==> src/verilog/apc_defines.svh <==
// How it works
// - mid register bits drive channels 8 to 15
// - high register bits drive channels 16 to 23
// - zero keeps port control, one disables it
// - converter off in reset or channel all ones
// - idle lowest power between conversions
// - raw result eleven or nine bits
// - ten-bit mode rounds, splits high and low
// - eight-bit mode rounds into low only
// - done flag set, interrupt if enabled
// - compare enable gates result storage
// - four selectable converter source clocks
// - selected source divided makes conversion clock
// - reset selects undivided bus clock
// - halved bus clock with divide by eight gives sixteen
// - internal async clock runs in low power
// - divider ratios one, two, four, eight
// - disabled pin: output, input, pullup off
// - port read returns zero on disabled pins
// - low register bits drive channels 0 to 7
// - source codes bus, half, alternate, async
// - divide codes one, two, four, eight
// - mode 00 eight-bit, 10 ten-bit
`ifndef APC_DEFINES_SVH
`define APC_DEFINES_SVH
`define APC_ADDR_W 4
`define APC_A_PDL 4'h0
`define APC_A_PDM 4'h1
`define APC_A_PDH 4'h2
`define APC_A_SC1 4'h3
`define APC_A_SC2 4'h4
`define APC_A_CFG 4'h5
`define APC_A_RH 4'h6
`define APC_A_RL 4'h7
`define APC_A_CVH 4'h8
`define APC_A_CVL 4'h9
`define APC_CH_OFF 5'h1f
`define APC_CH_RST 5'h1f
`define APC_CFG_RST 8'h00
`define APC_MODE_8 2'h0
`define APC_MODE_10 2'h2
`define APC_SRC_BUS 2'h0
`define APC_SRC_HALF 2'h1
`define APC_SRC_ALT 2'h2
`define APC_SRC_ASYNC 2'h3
`define APC_SC1_DONE 7
`define APC_SC1_IEN 6
`define APC_SC2_CFE 5
`define APC_SC2_CFG 4
`define APC_SC2_BUSY 7
`define APC_CFG_DIV 6:5
`define APC_CFG_MODE 3:2
`define APC_CFG_SRC 1:0
`endif

==> src/verilog/apc_pkg.sv <==
package apc_pkg;
	typedef struct packed {
		logic [3:0] addr;
		logic [7:0] wdata;
		logic wr;
		logic rd;
	} apc_bus_t;
	typedef struct packed {
		logic [23:0] out_en_n_force;
		logic [23:0] in_buf_off;
		logic [23:0] pullup_off;
	} apc_pin_t;
	typedef enum logic [1:0] {
		APC_IDLE = 2'b00,
		APC_RUN = 2'b01,
		APC_STORE = 2'b11
	} apc_state_t;
endpackage

==> src/verilog/apc_ctrl.sv <==
// The implementer's own choices: the plain strobed port and the address map.
`timescale 1ns/10ps
`include "apc_defines.svh"
module apc_ctrl (
	// clock and reset
	input wire logic mclk,
	input wire logic rst,
	// register port
	input wire apc_pkg::apc_bus_t bus,
	output logic [7:0] rdata,
	// port pins
	input wire logic [23:0] port_in,
	output logic [23:0] port_read,
	output apc_pkg::apc_pin_t pin,
	// converter core
	input wire logic alternate_clock_input,
	input wire logic async_tick,
	input wire logic core_done,
	input wire logic [10:0] core_raw,
	output logic core_enable,
	output logic core_start,
	output logic core_async_on,
	output logic conversion_clock,
	output logic irq
);
	import apc_pkg::*;

	logic [7:0] analog_pin_disable_low;
	logic [7:0] analog_pin_disable_mid;
	logic [7:0] analog_pin_disable_high;
	logic [4:0] input_channel_select;
	logic done_irq_enable;
	logic conversion_done_flag;
	logic compare_enable;
	logic compare_greater;
	logic [7:0] cfg;
	logic [1:0] result_high;
	logic [7:0] result_low;
	logic [1:0] cmp_high;
	logic [7:0] cmp_low;
	logic half_tgl;
	logic alt_q;
	logic src_tick;
	logic [2:0] div_cnt;
	logic [2:0] div_last;
	logic [9:0] next_result;
	logic [10:0] raw_q;
	logic cmp_ok;
	logic store;
	logic [23:0] dis;
	apc_state_t state;

	// round the raw value by adding its dropped half bit
	function automatic logic [9:0] round_raw(input logic [10:0] raw, input logic ten);
		logic [11:0] s;
		s = 12'h000;
		if (ten)
			s = {1'b0, raw} + 12'h001;
		else
			s = {3'b000, raw[8:0]} + 12'h001;
		if (ten)
			round_raw = s[11] ? 10'h3ff : s[10:1];
		else
			round_raw = s[9] ? 10'h0ff : {2'b00, s[8:1]};
	endfunction

	wire ten_bit = (cfg[`APC_CFG_MODE] == `APC_MODE_10);
	wire wr_sc1 = bus.wr && bus.addr == `APC_A_SC1;
	wire cfg_write = bus.wr && (bus.addr == `APC_A_SC2 || bus.addr == `APC_A_CFG ||
		bus.addr == `APC_A_CVH || bus.addr == `APC_A_CVL);

	// pin disable registers, cleared at reset
	always_ff @(posedge mclk) begin
		if (rst) begin
			analog_pin_disable_low <= 8'h00;
			analog_pin_disable_mid <= 8'h00;
			analog_pin_disable_high <= 8'h00;
		end else if (bus.wr) begin
			if (bus.addr == `APC_A_PDL)
				analog_pin_disable_low <= bus.wdata;
			if (bus.addr == `APC_A_PDM)
				analog_pin_disable_mid <= bus.wdata;
			if (bus.addr == `APC_A_PDH)
				analog_pin_disable_high <= bus.wdata;
		end
	end

	// channel n follows bit n of the concatenated registers
	assign dis = {analog_pin_disable_high, analog_pin_disable_mid, analog_pin_disable_low};
	assign pin.out_en_n_force = dis;
	assign pin.in_buf_off = dis;
	assign pin.pullup_off = dis;
	assign port_read = port_in & ~dis;

	// control and configuration registers
	always_ff @(posedge mclk) begin
		if (rst) begin
			input_channel_select <= `APC_CH_RST;
			done_irq_enable <= 1'b0;
			compare_enable <= 1'b0;
			compare_greater <= 1'b0;
			cfg <= `APC_CFG_RST;
			cmp_high <= 2'h0;
			cmp_low <= 8'h00;
		end else if (bus.wr) begin
			unique case (bus.addr)
				`APC_A_SC1: begin
					done_irq_enable <= bus.wdata[`APC_SC1_IEN];
					input_channel_select <= bus.wdata[4:0];
				end
				`APC_A_SC2: begin
					compare_enable <= bus.wdata[`APC_SC2_CFE];
					compare_greater <= bus.wdata[`APC_SC2_CFG];
				end
				`APC_A_CFG: cfg <= bus.wdata;
				`APC_A_CVH: cmp_high <= bus.wdata[1:0];
				`APC_A_CVL: cmp_low <= bus.wdata;
				default: ;
			endcase
		end
	end

	// source clock ticks; alternate clock edge found from the live input and one registered sample
	always_ff @(posedge mclk) begin
		if (rst) begin
			half_tgl <= 1'b0;
			alt_q <= 1'b0;
		end else begin
			half_tgl <= ~half_tgl;
			alt_q <= alternate_clock_input;
		end
	end

	always_comb begin
		unique case (cfg[`APC_CFG_SRC])
			`APC_SRC_BUS: src_tick = 1'b1;
			`APC_SRC_HALF: src_tick = half_tgl;
			`APC_SRC_ALT: src_tick = alternate_clock_input & ~alt_q;
			`APC_SRC_ASYNC: src_tick = async_tick;
		endcase
	end

	// ratio minus one; an enable pulse, not a derived clock, avoids skew
	always_comb begin
		unique case (cfg[`APC_CFG_DIV])
			2'h0: div_last = 3'h0;
			2'h1: div_last = 3'h1;
			2'h2: div_last = 3'h3;
			2'h3: div_last = 3'h7;
		endcase
	end

	// free-running divider producing the conversion clock enable
	always_ff @(posedge mclk) begin
		if (rst) begin
			div_cnt <= 3'h0;
			conversion_clock <= 1'b0;
		end else begin
			conversion_clock <= 1'b0;
			if (src_tick) begin
				if (div_cnt >= div_last) begin
					div_cnt <= 3'h0;
					conversion_clock <= 1'b1;
				end else
					div_cnt <= div_cnt + 3'h1;
			end
		end
	end

	// compare with the rounded value; limitation: eight-bit compares low byte only
	always_comb begin
		next_result = round_raw(raw_q, ten_bit);
		if (!compare_enable)
			cmp_ok = 1'b1;
		else if (ten_bit)
			cmp_ok = compare_greater ? (next_result >= {cmp_high, cmp_low}) : (next_result < {cmp_high, cmp_low});
		else
			cmp_ok = compare_greater ? (next_result[7:0] >= cmp_low) : (next_result[7:0] < cmp_low);
	end

	// conversion sequence; config writes abort a running conversion
	always_ff @(posedge mclk) begin
		if (rst)
			state <= APC_IDLE;
		else if (wr_sc1)
			state <= (bus.wdata[4:0] == `APC_CH_OFF) ? APC_IDLE : APC_RUN;
		else if (cfg_write)
			state <= APC_IDLE;
		else begin
			unique case (state)
				APC_IDLE: state <= APC_IDLE;
				APC_RUN: if (core_done) state <= APC_STORE;
				APC_STORE: state <= APC_IDLE;
				default: state <= APC_IDLE;
			endcase
		end
	end

	assign store = state == APC_STORE && cmp_ok;
	assign core_enable = !rst && input_channel_select != `APC_CH_OFF && state != APC_IDLE;
	assign core_start = wr_sc1 && bus.wdata[4:0] != `APC_CH_OFF;
	assign core_async_on = core_enable && cfg[`APC_CFG_SRC] == `APC_SRC_ASYNC;

	// raw value captured with the done pulse; the core may drop it one cycle later
	always_ff @(posedge mclk) begin
		if (rst)
			raw_q <= 11'h000;
		else if (state == APC_RUN && core_done)
			raw_q <= core_raw;
	end

	// result placement from the captured raw value
	always_ff @(posedge mclk) begin
		if (rst) begin
			result_high <= 2'h0;
			result_low <= 8'h00;
		end else if (store) begin
			result_low <= next_result[7:0];
			if (ten_bit)
				result_high <= next_result[9:8];
		end
	end

	// done flag: storing wins over the clearing write to the control register
	always_ff @(posedge mclk) begin
		if (rst)
			conversion_done_flag <= 1'b0;
		else if (store)
			conversion_done_flag <= 1'b1;
		else if (wr_sc1 || (bus.rd && bus.addr == `APC_A_RL))
			conversion_done_flag <= 1'b0;
	end

	assign irq = conversion_done_flag && done_irq_enable;

	// read data, one cycle after the strobe; unmapped reads zero
	always_ff @(posedge mclk) begin
		if (rst)
			rdata <= 8'h00;
		else if (bus.rd) begin
			unique case (bus.addr)
				`APC_A_PDL: rdata <= analog_pin_disable_low;
				`APC_A_PDM: rdata <= analog_pin_disable_mid;
				`APC_A_PDH: rdata <= analog_pin_disable_high;
				`APC_A_SC1: rdata <= {conversion_done_flag, done_irq_enable, 1'b0, input_channel_select};
				`APC_A_SC2: rdata <= {state != APC_IDLE, 1'b0, compare_enable, compare_greater, 4'h0};
				`APC_A_CFG: rdata <= cfg;
				`APC_A_RH: rdata <= {6'h00, result_high};
				`APC_A_RL: rdata <= result_low;
				`APC_A_CVH: rdata <= {6'h00, cmp_high};
				`APC_A_CVL: rdata <= cmp_low;
				default: rdata <= 8'h00;
			endcase
		end else
			rdata <= 8'h00;
	end
endmodule // apc_ctrl

==> config.mk <==
export PLATFORM = sky130hd
export DESIGN_NAME = apc_ctrl
export DESIGN_NICKNAME = d
export VERILOG_FILES = /design/src/verilog/apc_pkg.sv /design/src/verilog/apc_ctrl.sv
export VERILOG_INCLUDE_DIRS = /design/src /design/src/verilog
export SDC_FILE = /design/constraint.sdc
export NUM_CORES = 1
export LEC_CHECK = 0
export BUFFER_PORTS_ARGS = -buffer_cell sky130_fd_sc_hd__buf_2
export CAP_MARGIN = 25
export CORE_ASPECT_RATIO = 0.9
export CORE_MARGIN = 8
export CORE_UTILIZATION = 40
export CTS_CLUSTER_DIAMETER = 50
export DETAILED_ROUTE_END_ITERATION = 12
export PLACE_DENSITY = 0.65
export SLEW_MARGIN = 25
export SYNTH_ARGS = -nofsm -noshare
export SYNTH_HDL_FRONTEND = slang
export SYNTH_SLANG_ARGS = --single-unit
==> constraint.sdc <==
create_clock -name mclk -period 4.3 [get_ports mclk]
set_input_delay 0.86 -clock mclk [delete_from_list [all_inputs] [get_ports mclk]]
set_output_delay 0.86 -clock mclk [all_outputs]
set_load 0.05 [all_outputs]
---- Word level (Yosys, flattened, before mapping) ----
Index checks and enable logic that the tools add are counted.
W data, S select, Z words.
word-level totals
  register bits after elaboration ......... 88
  input port bits ......................... 54
  output and inout bits ................... 109
  logic and storage cells ................. 108
operators by class
  add/sub/neg operators ................... 3
  magnitude comparators ................... 5
  eq/ne operators ......................... 22
  multiplexer cells ....................... 20
  bitwise logic cells ..................... 7
  reductions and logical operators ........ 31
operators by type and width
  cell                     count
  $pmux W8 S10             1
  $and A24 B24 Y24         1
  $not A24 Y24             1
  $mux W10                 2
  $reduce_and A2 Y1        9
  $eq A4 B3 Y1 const B     4
  $add A11 B1 Y12 const B  1
  $eq A2 B2 Y1 const B     6
  $mux W12                 1
  $pmux W3 S4              1
  $add A9 B1 Y10 const B   1
  $ge A10 B10 Y1           1
  $logic_and A1 B1 Y1      10
  $lt A10 B10 Y1           1
  $ne A5 B5 Y1 const B     2
  $eq A4 B2 Y1 const B     2
  $eq A4 B4 Y1 const B     2
  $ge A8 B8 Y1             1
  $lt A8 B8 Y1             1
  $mux W1                  8
  $mux W2                  4
  $mux W8                  1
  $eq A2 B1 Y1 const B     3
  $eq A5 B5 Y1 const B     1
  14 further kinds         23

---- Longest topological paths before layout ----
Gate-level depths: netlist of the first run.
  depth in word-level cells ............... 10
  mapped depth ............................ 13
  depth with buffers taken out ............ 12

---- Worst setup path before layout of the first run ----
OpenSTA, ideal clock, no wires.
  kind .................................... in2out
  start point ............................. in rst
  end point ............................... out core_async_on
  arrival time ............................ 2.927 ns
  required time ........................... 3.440 ns
  setup slack ............................. 0.513 ns
  stages .................................. 3
  path buffers ............................ 1
  path through ............................ clkbuf_1 a311oi_1 and3_1
on the way
  longest elaborated chain between the ends .. 4
ends and longest elaborated chain
  what                                  line             text
  from (decl)                           apc_ctrl.sv:7    input wire logic rst,
  $logic_not A1 Y1                      apc_ctrl.sv:200  assign core_enable = !rst && input_channel_select != `APC_CH_OFF && state != APC_IDLE;
  $logic_and A1 B1 Y1 (no source line)  n/a
  $logic_and A1 B1 Y1                   apc_ctrl.sv:200
  via core_enable                       apc_ctrl.sv:20   output logic core_enable,
  $logic_and A1 B1 Y1 (no source line)  n/a
  to (decl)                             apc_ctrl.sv:22   output logic core_async_on,
The timed path passes the listed nets, and every way through them passes these cells.

---- Final worst setup path of the first run ----
  start point ............................. in bus[13] (netlist bit)
  end point ............................... out core_start
on the way
  longest elaborated chain between the ends .. 3
ends and longest elaborated chain
  what                                               line            text
  from (decl)                                        apc_ctrl.sv:9   input wire apc_pkg::apc_bus_t bus,
  $eq A4 B2 Y1                                       n/a
  $logic_and A1 B1 Y1 (no source line) (2 in a row)  n/a
  to (decl)                                          apc_ctrl.sv:21  output logic core_start,
Every way passes these cells.

==> results of run 1 <==
==> path summary, 6_finish.rpt <==
kind | start | endpoint
hold reg to reg | half_tgl | half_tgl
hold / removal | half_tgl | half_tgl
setup reg to reg | raw_q[2] | result_low[6]
setup / recovery | bus[13] | core_start
==> cell type report <==
cell class                 count  area (um^2)  share of cell area (%)
timing repair buffer         170          871                    14.7
tap                          160          200                    3.39
clock inverter                 3         68.8                    1.16
sequential                    88         1760                    29.8
clock buffer                  10          239                    4.04
inverter                      19         71.3                    1.21
multi-input combinational    403         2700                    45.7
==> kinds of logic (layout without fill, tap and decap cells) <==
| group | after synthesis | in the layout |
|---|---|---|
| AND/OR/NAND/NOR | 224 | 224 |
| buffers and inverters | 95 | 202 |
| flip-flops | 88 | 88 |
| AO/OA/AOI/OAI | 87 | 87 |
| multiplexers | 69 | 69 |
| adder cells (fa/ha/maj) | 15 | 15 |
| XOR/XNOR | 8 | 8 |
==> per-stage QoR <==
step           setup WS (ns)  hold WS (ns)  utilization (%)  instance area [um^2]  instances
2_1_floorplan          0.513         0.392                -                  5010        586
3_5_place_dp           0.908         0.414             46.2                  5600        839
6_report               0.944         0.422             48.8                  5910        853
3_3_place_gp            1.00         0.399             46.2                  5600        839
5_1_grt                0.636         0.440             48.8                  5910        853
4_1_cts                0.849         0.422             48.7                  5910        852
==> synthesized netlist by cell type, types with 3 or more instances <==
| master | instances |
|---|---|
| nor2_1 | 75 |
| ha_1 | 15 |
| a32oi_1 | 3 |
| xnor2_1 | 4 |
| mux2_2 | 8 |
| nand2_1 | 48 |
| a21oi_1 | 27 |
| nor2b_1 | 29 |
| o31ai_1 | 4 |
| dfxtp_1 | 88 |
| a31oi_1 | 3 |
| xor2_1 | 4 |
| buf_1 | 3 |
| o311ai_1 | 3 |
| nand2b_1 | 5 |
| nand3_1 | 28 |
| o21bai_1 | 5 |
| o311a_1 | 7 |
| o21ai_1 | 3 |
| and3_1 | 5 |
| clkbuf_1 | 20 |
| nand4_1 | 3 |
| mux2i_1 | 60 |
| buf_2 | 3 |
| inv_1 | 18 |
| buf_4 | 50 |
| nor3_1 | 12 |
| o21ai_0 | 7 |
==> sequential cells by signal (all words and copies together) (netlist names), 2 cells and up <==
signal	count
state	2
cmp_low	8
div_cnt	3
analog_pin_disable_high	8
cfg	8
cmp_high	2
input_channel_select	5
analog_pin_disable_low	8
raw_q	11
rdata	8
analog_pin_disable_mid	8
result_high	2
result_low	8
==> power by group through the flow <==
stage                     Combinational (mW)  Sequential, mW  Clock [mW]
final                                  0.252           0.835       0.829
after global routing                   0.266           0.836       0.885
after CTS                              0.252           0.835       0.843
after detailed placement               0.251           0.854           0
after global placement                 0.249           0.853           0
after floorplan                        0.166           0.864           0
==> critical path, cell delays in order <==
cell	delay [ns]
buf_2	0.27
nor3_2	0.21
buf_4	0.16
nand3_1	0.24
a31oi_1	0.41
buf_2	0.34
==> cells in the final DEF (no fill, tap or decap), types with 4 or more instances in the layout <==
cell type,n
a21oi_1,27
o21ai_0,7
nand3_1,28
mux2i_1,60
o21bai_1,5
nor3_1,12
buf_2,162
nand2_1,48
and3_1,5
clkbuf_16,9
xnor2_1,4
xor2_1,4
inv_1,18
o311a_1,7
mux2_2,8
buf_4,7
nor2_1,75
nand2b_1,5
nor2b_1,29
dfxtp_1,88
o31ai_1,4
ha_1,15
==> routing by layer <==
layer	routed length [um]	part of all wire (%)	up-vias	track usage [%]
met5	0	0	-	0
met2	7210	46	192	31.0
li1	-	-	2207	-
met3	1430	9.1	26	6.54
met4	320	2.1	0	5.82
met1	6630	43	2197	21.5
==> impl_metrics.json, run 1 <==
{
  "status": "finished clean",
  "die_h_um": 122,
  "nets": 760,
  "core_area_um2": 12100,
  "grt_pass1_wl_um": 23900,
  "cp.arrival_ns": 2.50,
  "io_buffers": 162,
  "setup_viol": 0,
  "fin_crit_sh_pct": 78.0,
  "drc": 0,
  "slew_violations": 0,
  "grt_overflow_total": 0,
  "start_kind": "input pin",
  "hold_class": "flip-flop to flip-flop",
  "ys_top_cells_by_area": "dfxtp_1, mux2i_1, buf_4",
  "yosys.area.top_type_share_pct": 35.2,
  "p_leak_nw": 2.73,
  "fin_skew_ns": 0.00631,
  "relSlewSlack_pct": 55.3,
  "die_width_um": 134,
  "cts_root_buf": "clkbuf_16",
  "cts_max_level": 3,
  "synth_edf_count": 0,
  "syn2layout_area_growth_pct": 18.0,
  "synth_area_um2": 5010,
  "power.density_nw_per_um2": 324,
  "async_flop_share_pct": 0,
  "drtIter0Drc": 403,
  "cts_made_buffers": 9,
  "syn_avg_cell_area_um2": 8.55,
  "synth_nets": 655,
  "rsz0062_at_grt": "false",
  "synth_mux_area_share_pct": 14.2,
  "yosys_warnings": 0,
  "vias_per_cell": 5.42,
  "finalPower_mw": 1.92,
  "gp_congestion": 0.908,
  "track_usage_pct": 18.4,
  "clockPowerShare_pct": 43.3,
  "ir_drop_uv": 175,
  "wl_per_cell_um": 18.3,
  "drtAntennaViolNets": 0,
  "nFillCells": 1176,
  "end_kind": "output port",
  "synth-simple-area-share_pct": 21.8,
  "cts.sinks": 88,
  "maxCapViolations": 0,
  "hpwlAfterDp_um": 12000,
  "grt_start_max_net_pins": 45,
  "seqPwrFrac_pct": 43.6,
  "p_comb_share_pct": 13.1,
  "rows": 38,
  "max_freq_mhz": 298,
  "clockBufferDepth": 2,
  "cp_max_fo": 26,
  "r2r_slack_ns": 0.97,
  "synth_ff_type": "dfxtp_1",
  "layout-drive-gt1-share_pct": 30.2,
  "initial_utilization_pct": 41.3,
  "synth-seq-area-share_pct": 35.2,
  "cts_resized": 0,
  "path_clk_slew_ns": 0.06,
  "die-area_um2": 16400,
  "switching_share_pct": 26.3,
  "post_synth_xor_area_fraction_pct": 1.40,
  "synthAdderAreaFrac_pct": 3.75,
  "cts_hold_buffers": 0,
  "tns_ns": 0,
  "period_needed_ns": 3.36,
  "synth.distinct_cells": 65,
  "critPathRequiredTime_ns": 3.44,
  "internal-power_mw": 1.41,
  "ys_ff_latch": 88,
  "antenna_cells": 0,
  "drtPass1Iterations": 7,
  "antenna_found_initial": 0,
  "max_slew.worst_pin.slew_ns": 0.668,
  "worstSetupPathType": "input pin to output port",
  "cts_tree": "built",
  "hold_violations": 0,
  "design.portCount": 163,
  "synth_compound_area_share_pct": 12.7,
  "clk_latency_ns": 0.34,
  "wirelength_um": 15600,
  "synthCells": 586,
  "worstHoldPathCells": 1,
  "vias": 4622,
  "synth_top_family_by_area": "simple AND/OR/NAND/NOR gates",
  "reg2reg_depth": 12,
  "grt_pass1_vias": 4400,
  "p_sw_mw": 0.504,
  "synth.largest_area_cell": "dfxtp_1",
  "post_cts_buffers": 0
}
(Power assumes the default switching activity.)
==> inputs of run 2 (changes only) <==
--- a/config.mk
+++ b/config.mk
@@ -6,6 +6,7 @@
 export SDC_FILE = /design/constraint.sdc
 export NUM_CORES = 1
 export LEC_CHECK = 0
+export ABC_AREA = 1
 export BUFFER_PORTS_ARGS = -buffer_cell sky130_fd_sc_hd__buf_2
 export CAP_MARGIN = 25
 export CORE_ASPECT_RATIO = 0.9
@@ -13,7 +14,7 @@
 export CORE_UTILIZATION = 40
 export CTS_CLUSTER_DIAMETER = 50
 export DETAILED_ROUTE_END_ITERATION = 12
-export PLACE_DENSITY = 0.65
+export PLACE_DENSITY = 0.68
 export SLEW_MARGIN = 25
 export SYNTH_ARGS = -nofsm -noshare
 export SYNTH_HDL_FRONTEND = slang
==> constraint.sdc (replaced) <==
create_clock -name mclk -period 2.8 [get_ports mclk]
set_input_delay 0.56 -clock mclk [delete_from_list [all_inputs] [get_ports mclk]]
set_output_delay 0.56 -clock mclk [all_outputs]
set_load 0.05 [all_outputs]
==> impl_metrics.json, run 2 <==
{
  "io_buffers": 162,
  "power.density_nw_per_um2": 475,
  "yosysMostFrequentCell": "nand2_1",
  "setup_viol": 0,
  "rsz0062_at_grt": "true",
  "grt_pass1_wl_um": 22700,
  "final_common_cell": "buf_2",
  "largest_reg_flops": 11,
  "core_area_um2": 11900,
  "cp_max_fo": 8,
  "synth_nets": 757,
  "synthCells": 688,
  "finish.utilization_pct": 51.5,
  "wirelength_um": 14900,
  "clockBufferDepth": 2,
  "hold_class": "flip-flop to flip-flop",
  "rows": 38,
  "die-area_um2": 15800,
  "drtPass1Iterations": 5,
  "cts_max_level": 3,
  "worstHoldEndpoint": "half_tgl",
  "ys_top_cells_by_area": "dfxtp_1, a21oi_1, nand2_1",
  "finalPower_mw": 2.91,
  "die_width_um": 132,
  "reg2reg_depth": 19,
  "cp_cell_sequence": "inv_4, nor3_4, nand4_1, buf_4, inv_2, nor2_4, o22ai_4, ha_1, nand2_1, nand2_2, a21oi_2, nand3_1, nand2_1, nand3_2, nand3_4, buf_8, nand3_2, nand2_1, a21oi_2",
  "cts_hold_buffers": 0,
  "layout-drive-gt1-share_pct": 34.5,
  "cp.arrival_ns": 2.97,
  "final_cell_mix": "buf_2, inv_1, nand2_1",
  "yosys_warnings": 0,
  "r2r-start": "raw_q[2]",
  "vias_per_cell": 4.92,
  "worstSetupPathType": "flip-flop to flip-flop",
  "crit_top_cell": "nand2_1",
  "synth_compound_area_share_pct": 19.4,
  "start_kind": "flip-flop",
  "ys_ff_latch": 88,
  "antenna_found_initial": 0,
  "nFillCells": 1179,
  "relSlewSlack_pct": 54.6,
  "status": "finished clean",
  "end_kind": "flip-flop",
  "clk_latency_ns": 0.35,
  "cts.sinks": 88,
  "cts_tree": "built",
  "synth_common_cells": "nand2_1, inv_1, dfxtp_1, a21oi_1, nor2_1",
  "post_synth_xor_area_fraction_pct": 0.547,
  "die_h_um": 120,
  "drc": 0,
  "wl_per_cell_um": 15.2,
  "synth-seq-area-share_pct": 36.6,
  "ir_drop_uv": 270,
  "initial_utilization_pct": 40.4,
  "drtAntennaViolNets": 0,
  "synth_area_um2": 4810,
  "max_freq_mhz": 366,
  "multi_input_area_um2": 2430,
  "largest-register": "raw_q",
  "grt_overflow_total": 0,
  "regArea_um2": 1770,
  "synthAdderAreaFrac_pct": 3.90,
  "drtIter0Drc": 350,
  "cts_made_buffers": 9,
  "period_needed_ns": 2.74,
  "async_flop_share_pct": 0,
  "synth_mux_area_share_pct": 0,
  "vias": 4831,
  "syn_avg_cell_area_um2": 6.99,
  "antenna_cells": 0,
  "gp_congestion": 0.924,
  "hold_start": "half_tgl",
  "p_leak_nw": 2.89,
  "r2r_slack_ns": 0.06,
  "hold_violations": 0,
  "fin_skew_ns": 0.0137,
  "worstHoldPathCells": 1,
  "synth.distinct_cells": 34,
  "critPathRequiredTime_ns": 3.04,
  "slew_violations": 0,
  "hpwlAfterDp_um": 11100,
  "synth_ff_type": "dfxtp_1",
  "synth_edf_count": 0,
  "synth_top_family_by_area": "simple AND/OR/NAND/NOR gates",
  "nets": 886,
  "critPathMaxStageDelay_ns": 0.40,
  "maxCapViolations": 0,
  "cp_slowest_cell": "dfxtp_4",
  "cts_root_buf": "clkbuf_16",
  "startpoint": "raw_q[2]",
  "r2r-end": "result_low[0]",
  "syn2layout_area_growth_pct": 27.5,
  "synth-simple-area-share_pct": 21.3,
  "fin_crit_sh_pct": 97.7,
  "max_slew.worst_pin.slew_ns": 0.679,
  "grt_pass1_vias": 4520,
  "synth.largest_area_cell": "dfxtp_1",
  "path_clk_slew_ns": 0.07,
  "design.portCount": 163,
  "yosys.area.top_type_share_pct": 36.6,
  "grt_start_max_net_pins": 33,
  "track_usage_pct": 17.5
}
run 2: cell count changes after synthesis, moves of 8 or more:
cell	delta
mux2i_1	-60
mux2_2	-8
nand2_1	+54
nor3_1	-9
nor2b_1	-29
nand3_1	+12
inv_1	+83
inv_2	+9
o22ai_1	+10
nor2_1	-13
a21oi_1	+55
o21ai_0	+43
run 2: worst max-delay path, delay by kind of cell, from the launching register on:
family	cells	cell delay [ns]
adders and majority gates	1	0.28
and+or+nand+nor	11	1.16
buffers and inverters	4	0.46
DFF	1	0.40
AOI/OAI and AO/OA	3	0.33
run 2: cell families after synthesis:
kind of cell / Yosys count
AOI/OAI and AO/OA: 169
and+or+nand+nor: 229
DFF: 88
adders and majority gates: 15
xor gates and xnor gates: 3
buffers and inverters: 184
run 2: area by class of cell:
type                            count  share of cell area (%)
Clock buffer                       10                    3.90
Timing Repair Buffer              185                    16.2
Clock inverter                      6                   0.776
Multi-Input combinational cell    416                    39.7
Inverter                          117                    7.33
Tap cell                          160                    3.27
Sequential cell                    88                    28.9
run 2: repair_timing:
action / in CTS / in global routing
pin swaps: 0 / 31
gates resized for setup: 3 / 60
setup endpoints to repair: 11 / 11
setup buffers: 0 / 13
run 2: routing by layer:
layer / track usage, % / vias up / share of wire [%]
li1: - / 2437 / -
met1: 22.0 / 2186 / 44
met2: 28.5 / 188 / 48
met3: 5.30 / 20 / 7.2
met4: 4.59 / 0 / 1.5
met5: 0 / - / 0
run 2: through the flow:
| stage | setup TNS (ns) | std cells | instance area [um^2] | hold WS (ns) | setup WS, ns |
|---|---|---|---|---|---|
| detailed placement | -0.480 | 953 | 5470 | 0.406 | -0.123 |
| CTS | 0 | 969 | 5760 | 0.416 | 0.0500 |
| floorplan | 0 | 688 | 4810 | 0.393 | 0.133 |
| global placement | -0.00506 | 953 | 5470 | 0.403 | -0.00506 |
| finish | 0 | 982 | 6130 | 0.413 | 0.0647 |
| global route | -0.917 | 982 | 6130 | 0.447 | -0.109 |
run 2: worst max path at each step:
| stage | end |
|---|---|
| 2_1_floorplan | core_async_on |
| 3_3_place_gp | result_low[6] |
| 3_5_place_dp | result_low[1] |
| 4_1_cts | result_low[1] |
| 5_1_grt | result_high[1] |
| 6_report | result_low[0] |
run 2: power by group:
| part | internal, mW | switching, mW |
|---|---|---|
| clock | 0.639 | 0.548 |
| sequential | 1.27 | 0.0164 |
| combinational | 0.115 | 0.319 |
| total | 2.03 | 0.883 |
==> inputs of run 3 (changes only) <==
--- a/config.mk
+++ b/config.mk
@@ -14,6 +14,7 @@
 export CORE_UTILIZATION = 40
 export CTS_CLUSTER_DIAMETER = 50
 export DETAILED_ROUTE_END_ITERATION = 12
+export GPL_TIMING_DRIVEN = 0
 export PLACE_DENSITY = 0.68
 export SLEW_MARGIN = 25
 export SYNTH_ARGS = -nofsm -noshare
==> impl_metrics.json, run 3 (synthesis gave the netlist of run 2 again) <==
{
  "design.portCount": 163,
  "dpl-instance-area_um2": 5810,
  "cts_root_buf": "clkbuf_16",
  "pre_cts_slack_ns": -0.256,
  "core_area_um2": 11900,
  "cp.depth": 17,
  "max_slew.worst_pin.slew_ns": 0.701,
  "antenna_found_initial": 0,
  "p_leak_nw": 3.15,
  "worstHoldEndpoint": "half_tgl",
  "crit_buf_inv": 2,
  "r2r-start": "raw_q[5]",
  "period_needed_ns": 2.73,
  "r2r_slack_ns": 0.07,
  "die_h_um": 120,
  "relSlewSlack_pct": 53.3,
  "grt_overflow_total": 0,
  "initial_utilization_pct": 40.4,
  "start_kind": "flip-flop",
  "final_common_cell": "buf_2",
  "rsz0062_at_grt": "true",
  "vias_per_cell": 4.94,
  "cts_hold_buffers": 0,
  "hpwlAfterDp_um": 12200,
  "power.density_nw_per_um2": 472,
  "syn2layout_area_growth_pct": 36.0,
  "cts_made_buffers": 9,
  "critPathRequiredTime_ns": 3.00,
  "wirelength_um": 16000,
  "drtAntennaViolNets": 0,
  "nets": 945,
  "hold_start": "half_tgl",
  "antenna_cells": 0,
  "grt_pass1_wl_um": 24000,
  "rows": 38,
  "maxCapViolations": 0,
  "gp_congestion": 0.979,
  "fin_crit_sh_pct": 97.6,
  "fin_skew_ns": 0.00609,
  "cp_max_fo": 5,
  "die_width_um": 132,
  "grt_start_max_net_pins": 15,
  "finalInstanceArea_um2": 6540,
  "track_usage_pct": 18.8,
  "cts_max_level": 3,
  "cp.arrival_ns": 2.93,
  "wl_per_cell_um": 15.3,
  "cpLargestDelayFamily": "simple AND/OR/NAND/NOR gates",
  "status": "finished clean",
  "die-area_um2": 15800,
  "hold_class": "flip-flop to flip-flop",
  "clk_latency_ns": 0.34,
  "cp_slowest_cell": "dfxtp_1",
  "reg2reg_depth": 17,
  "final_cell_mix": "buf_2, inv_1, nand2_1",
  "layout-drive-gt1-share_pct": 37.1,
  "cp_cell_sequence": "nand2_1, nor3_4, nand4_1, nor2_2, buf_4, o22ai_1, ha_1, nand2_2, nor2_2, nand3_2, nand3_1, nand2_1, nand3_2, nand3_4, buf_4, nand3_1, a21oi_1",
  "largest-register": "raw_q",
  "ir_drop_uv": 383,
  "dp_cells": 1008,
  "setup_slack_ns": 0.0674,
  "clockBufferDepth": 2,
  "grt_pass1_vias": 4634,
  "largest_reg_flops": 11,
  "fin_cells": 1041,
  "setup_viol": 0,
  "max_freq_mhz": 366,
  "worstHoldPathCells": 1,
  "critPathMaxStageDelay_ns": 0.34,
  "path_clk_slew_ns": 0.06,
  "cts.sinks": 88,
  "vias": 5145,
  "drtPass1Iterations": 5,
  "r2r-end": "result_low[7]",
  "end_kind": "flip-flop",
  "io_buffers": 160,
  "drtIter0Drc": 370,
  "drc": 0,
  "slew_violations": 0,
  "worstSetupPathType": "flip-flop to flip-flop",
  "hold_violations": 0,
  "cts_tree": "built"
}
run 3: cell types whose count changed in the layout (fill, tap and decap cells not counted), sizes merged:
| cell | change |
|---|---|
| buf | +40 |
| clkbuf | +20 |
| inv | -4 |
| bufinv | +2 |
| clkinv | -1 |
| clkinvlp | +1 |
| nand3 | +1 |
run 3: per-layer routing:
metal | up-vias | track usage [%] | share of wire (%)
met5 | - | 0 | 0
met4 | 0 | 4.44 | 1.5
met3 | 22 | 6.35 | 11
met2 | 236 | 29.7 | 46
met1 | 2328 | 24.2 | 41
li1 | 2559 | - | -
run 3: worst register-to-register path, cell delays in order (launching register included):
cell and delay, ns:
dfxtp_1 0.34, nand2_1 0.11, nor3_4 0.16, nand4_1 0.16, nor2_2 0.18, buf_4 0.13, o22ai_1 0.10, ha_1 0.34
nand2_2 0.09, nor2_2 0.15, nand3_2 0.09, nand3_1 0.09, nand2_1 0.06, nand3_2 0.10, nand3_4 0.16, buf_4 0.19
nand3_1 0.07, a21oi_1 0.08
run 3: worst max path at each step:
stage,startpoint,end
after floorplan,rst,core_async_on
after global placement,cfg[3],result_low[6]
after detailed placement,cfg[3],result_low[2]
after CTS,raw_q[2],result_high[0]
after global routing,raw_q[2],result_high[0]
final,raw_q[5],result_low[7]
run 3: cell type report:
type | instances | area [um^2]
Buffer | 67 | 433
Clock buffer | 12 | 256
Clock inverter | 4 | 76.3
Fill cell | 1159 | 5350
Inverter | 117 | 444
Multi-Input combinational cell | 417 | 2420
Sequential cell | 88 | 1770
Tap cell | 160 | 200
Timing Repair Buffer | 176 | 932
run 3: what timing repair did:
item / CTS / global route
gates cloned: 0 / 1
pin swaps: 0 / 26
buffers inserted: 0 / 16
setup endpoints to repair: 11 / 11
hold endpoints to repair: 0 / 0
gates resized for setup: 7 / 56
run 3: metrics by stage:
stage	hold WS (ns)	TNS [ns]	utilization, %	total power [mW]
floorplan	0.393	0	-	1.61
global placement	0.423	-1.89	48.9	1.75
detailed placement	0.432	-2.35	48.9	1.75
CTS	0.440	0	51.9	3.07
global route	0.455	-1.02	55.0	3.19
finish	0.430	0	55.0	3.09
run 3: power by group:
group / leakage [nW] / switching [mW] / internal [mW]
clock: 0.159 / 0.502 / 0.832
combinational: 2.28 / 0.334 / 0.132
sequential: 0.715 / 0.0176 / 1.27
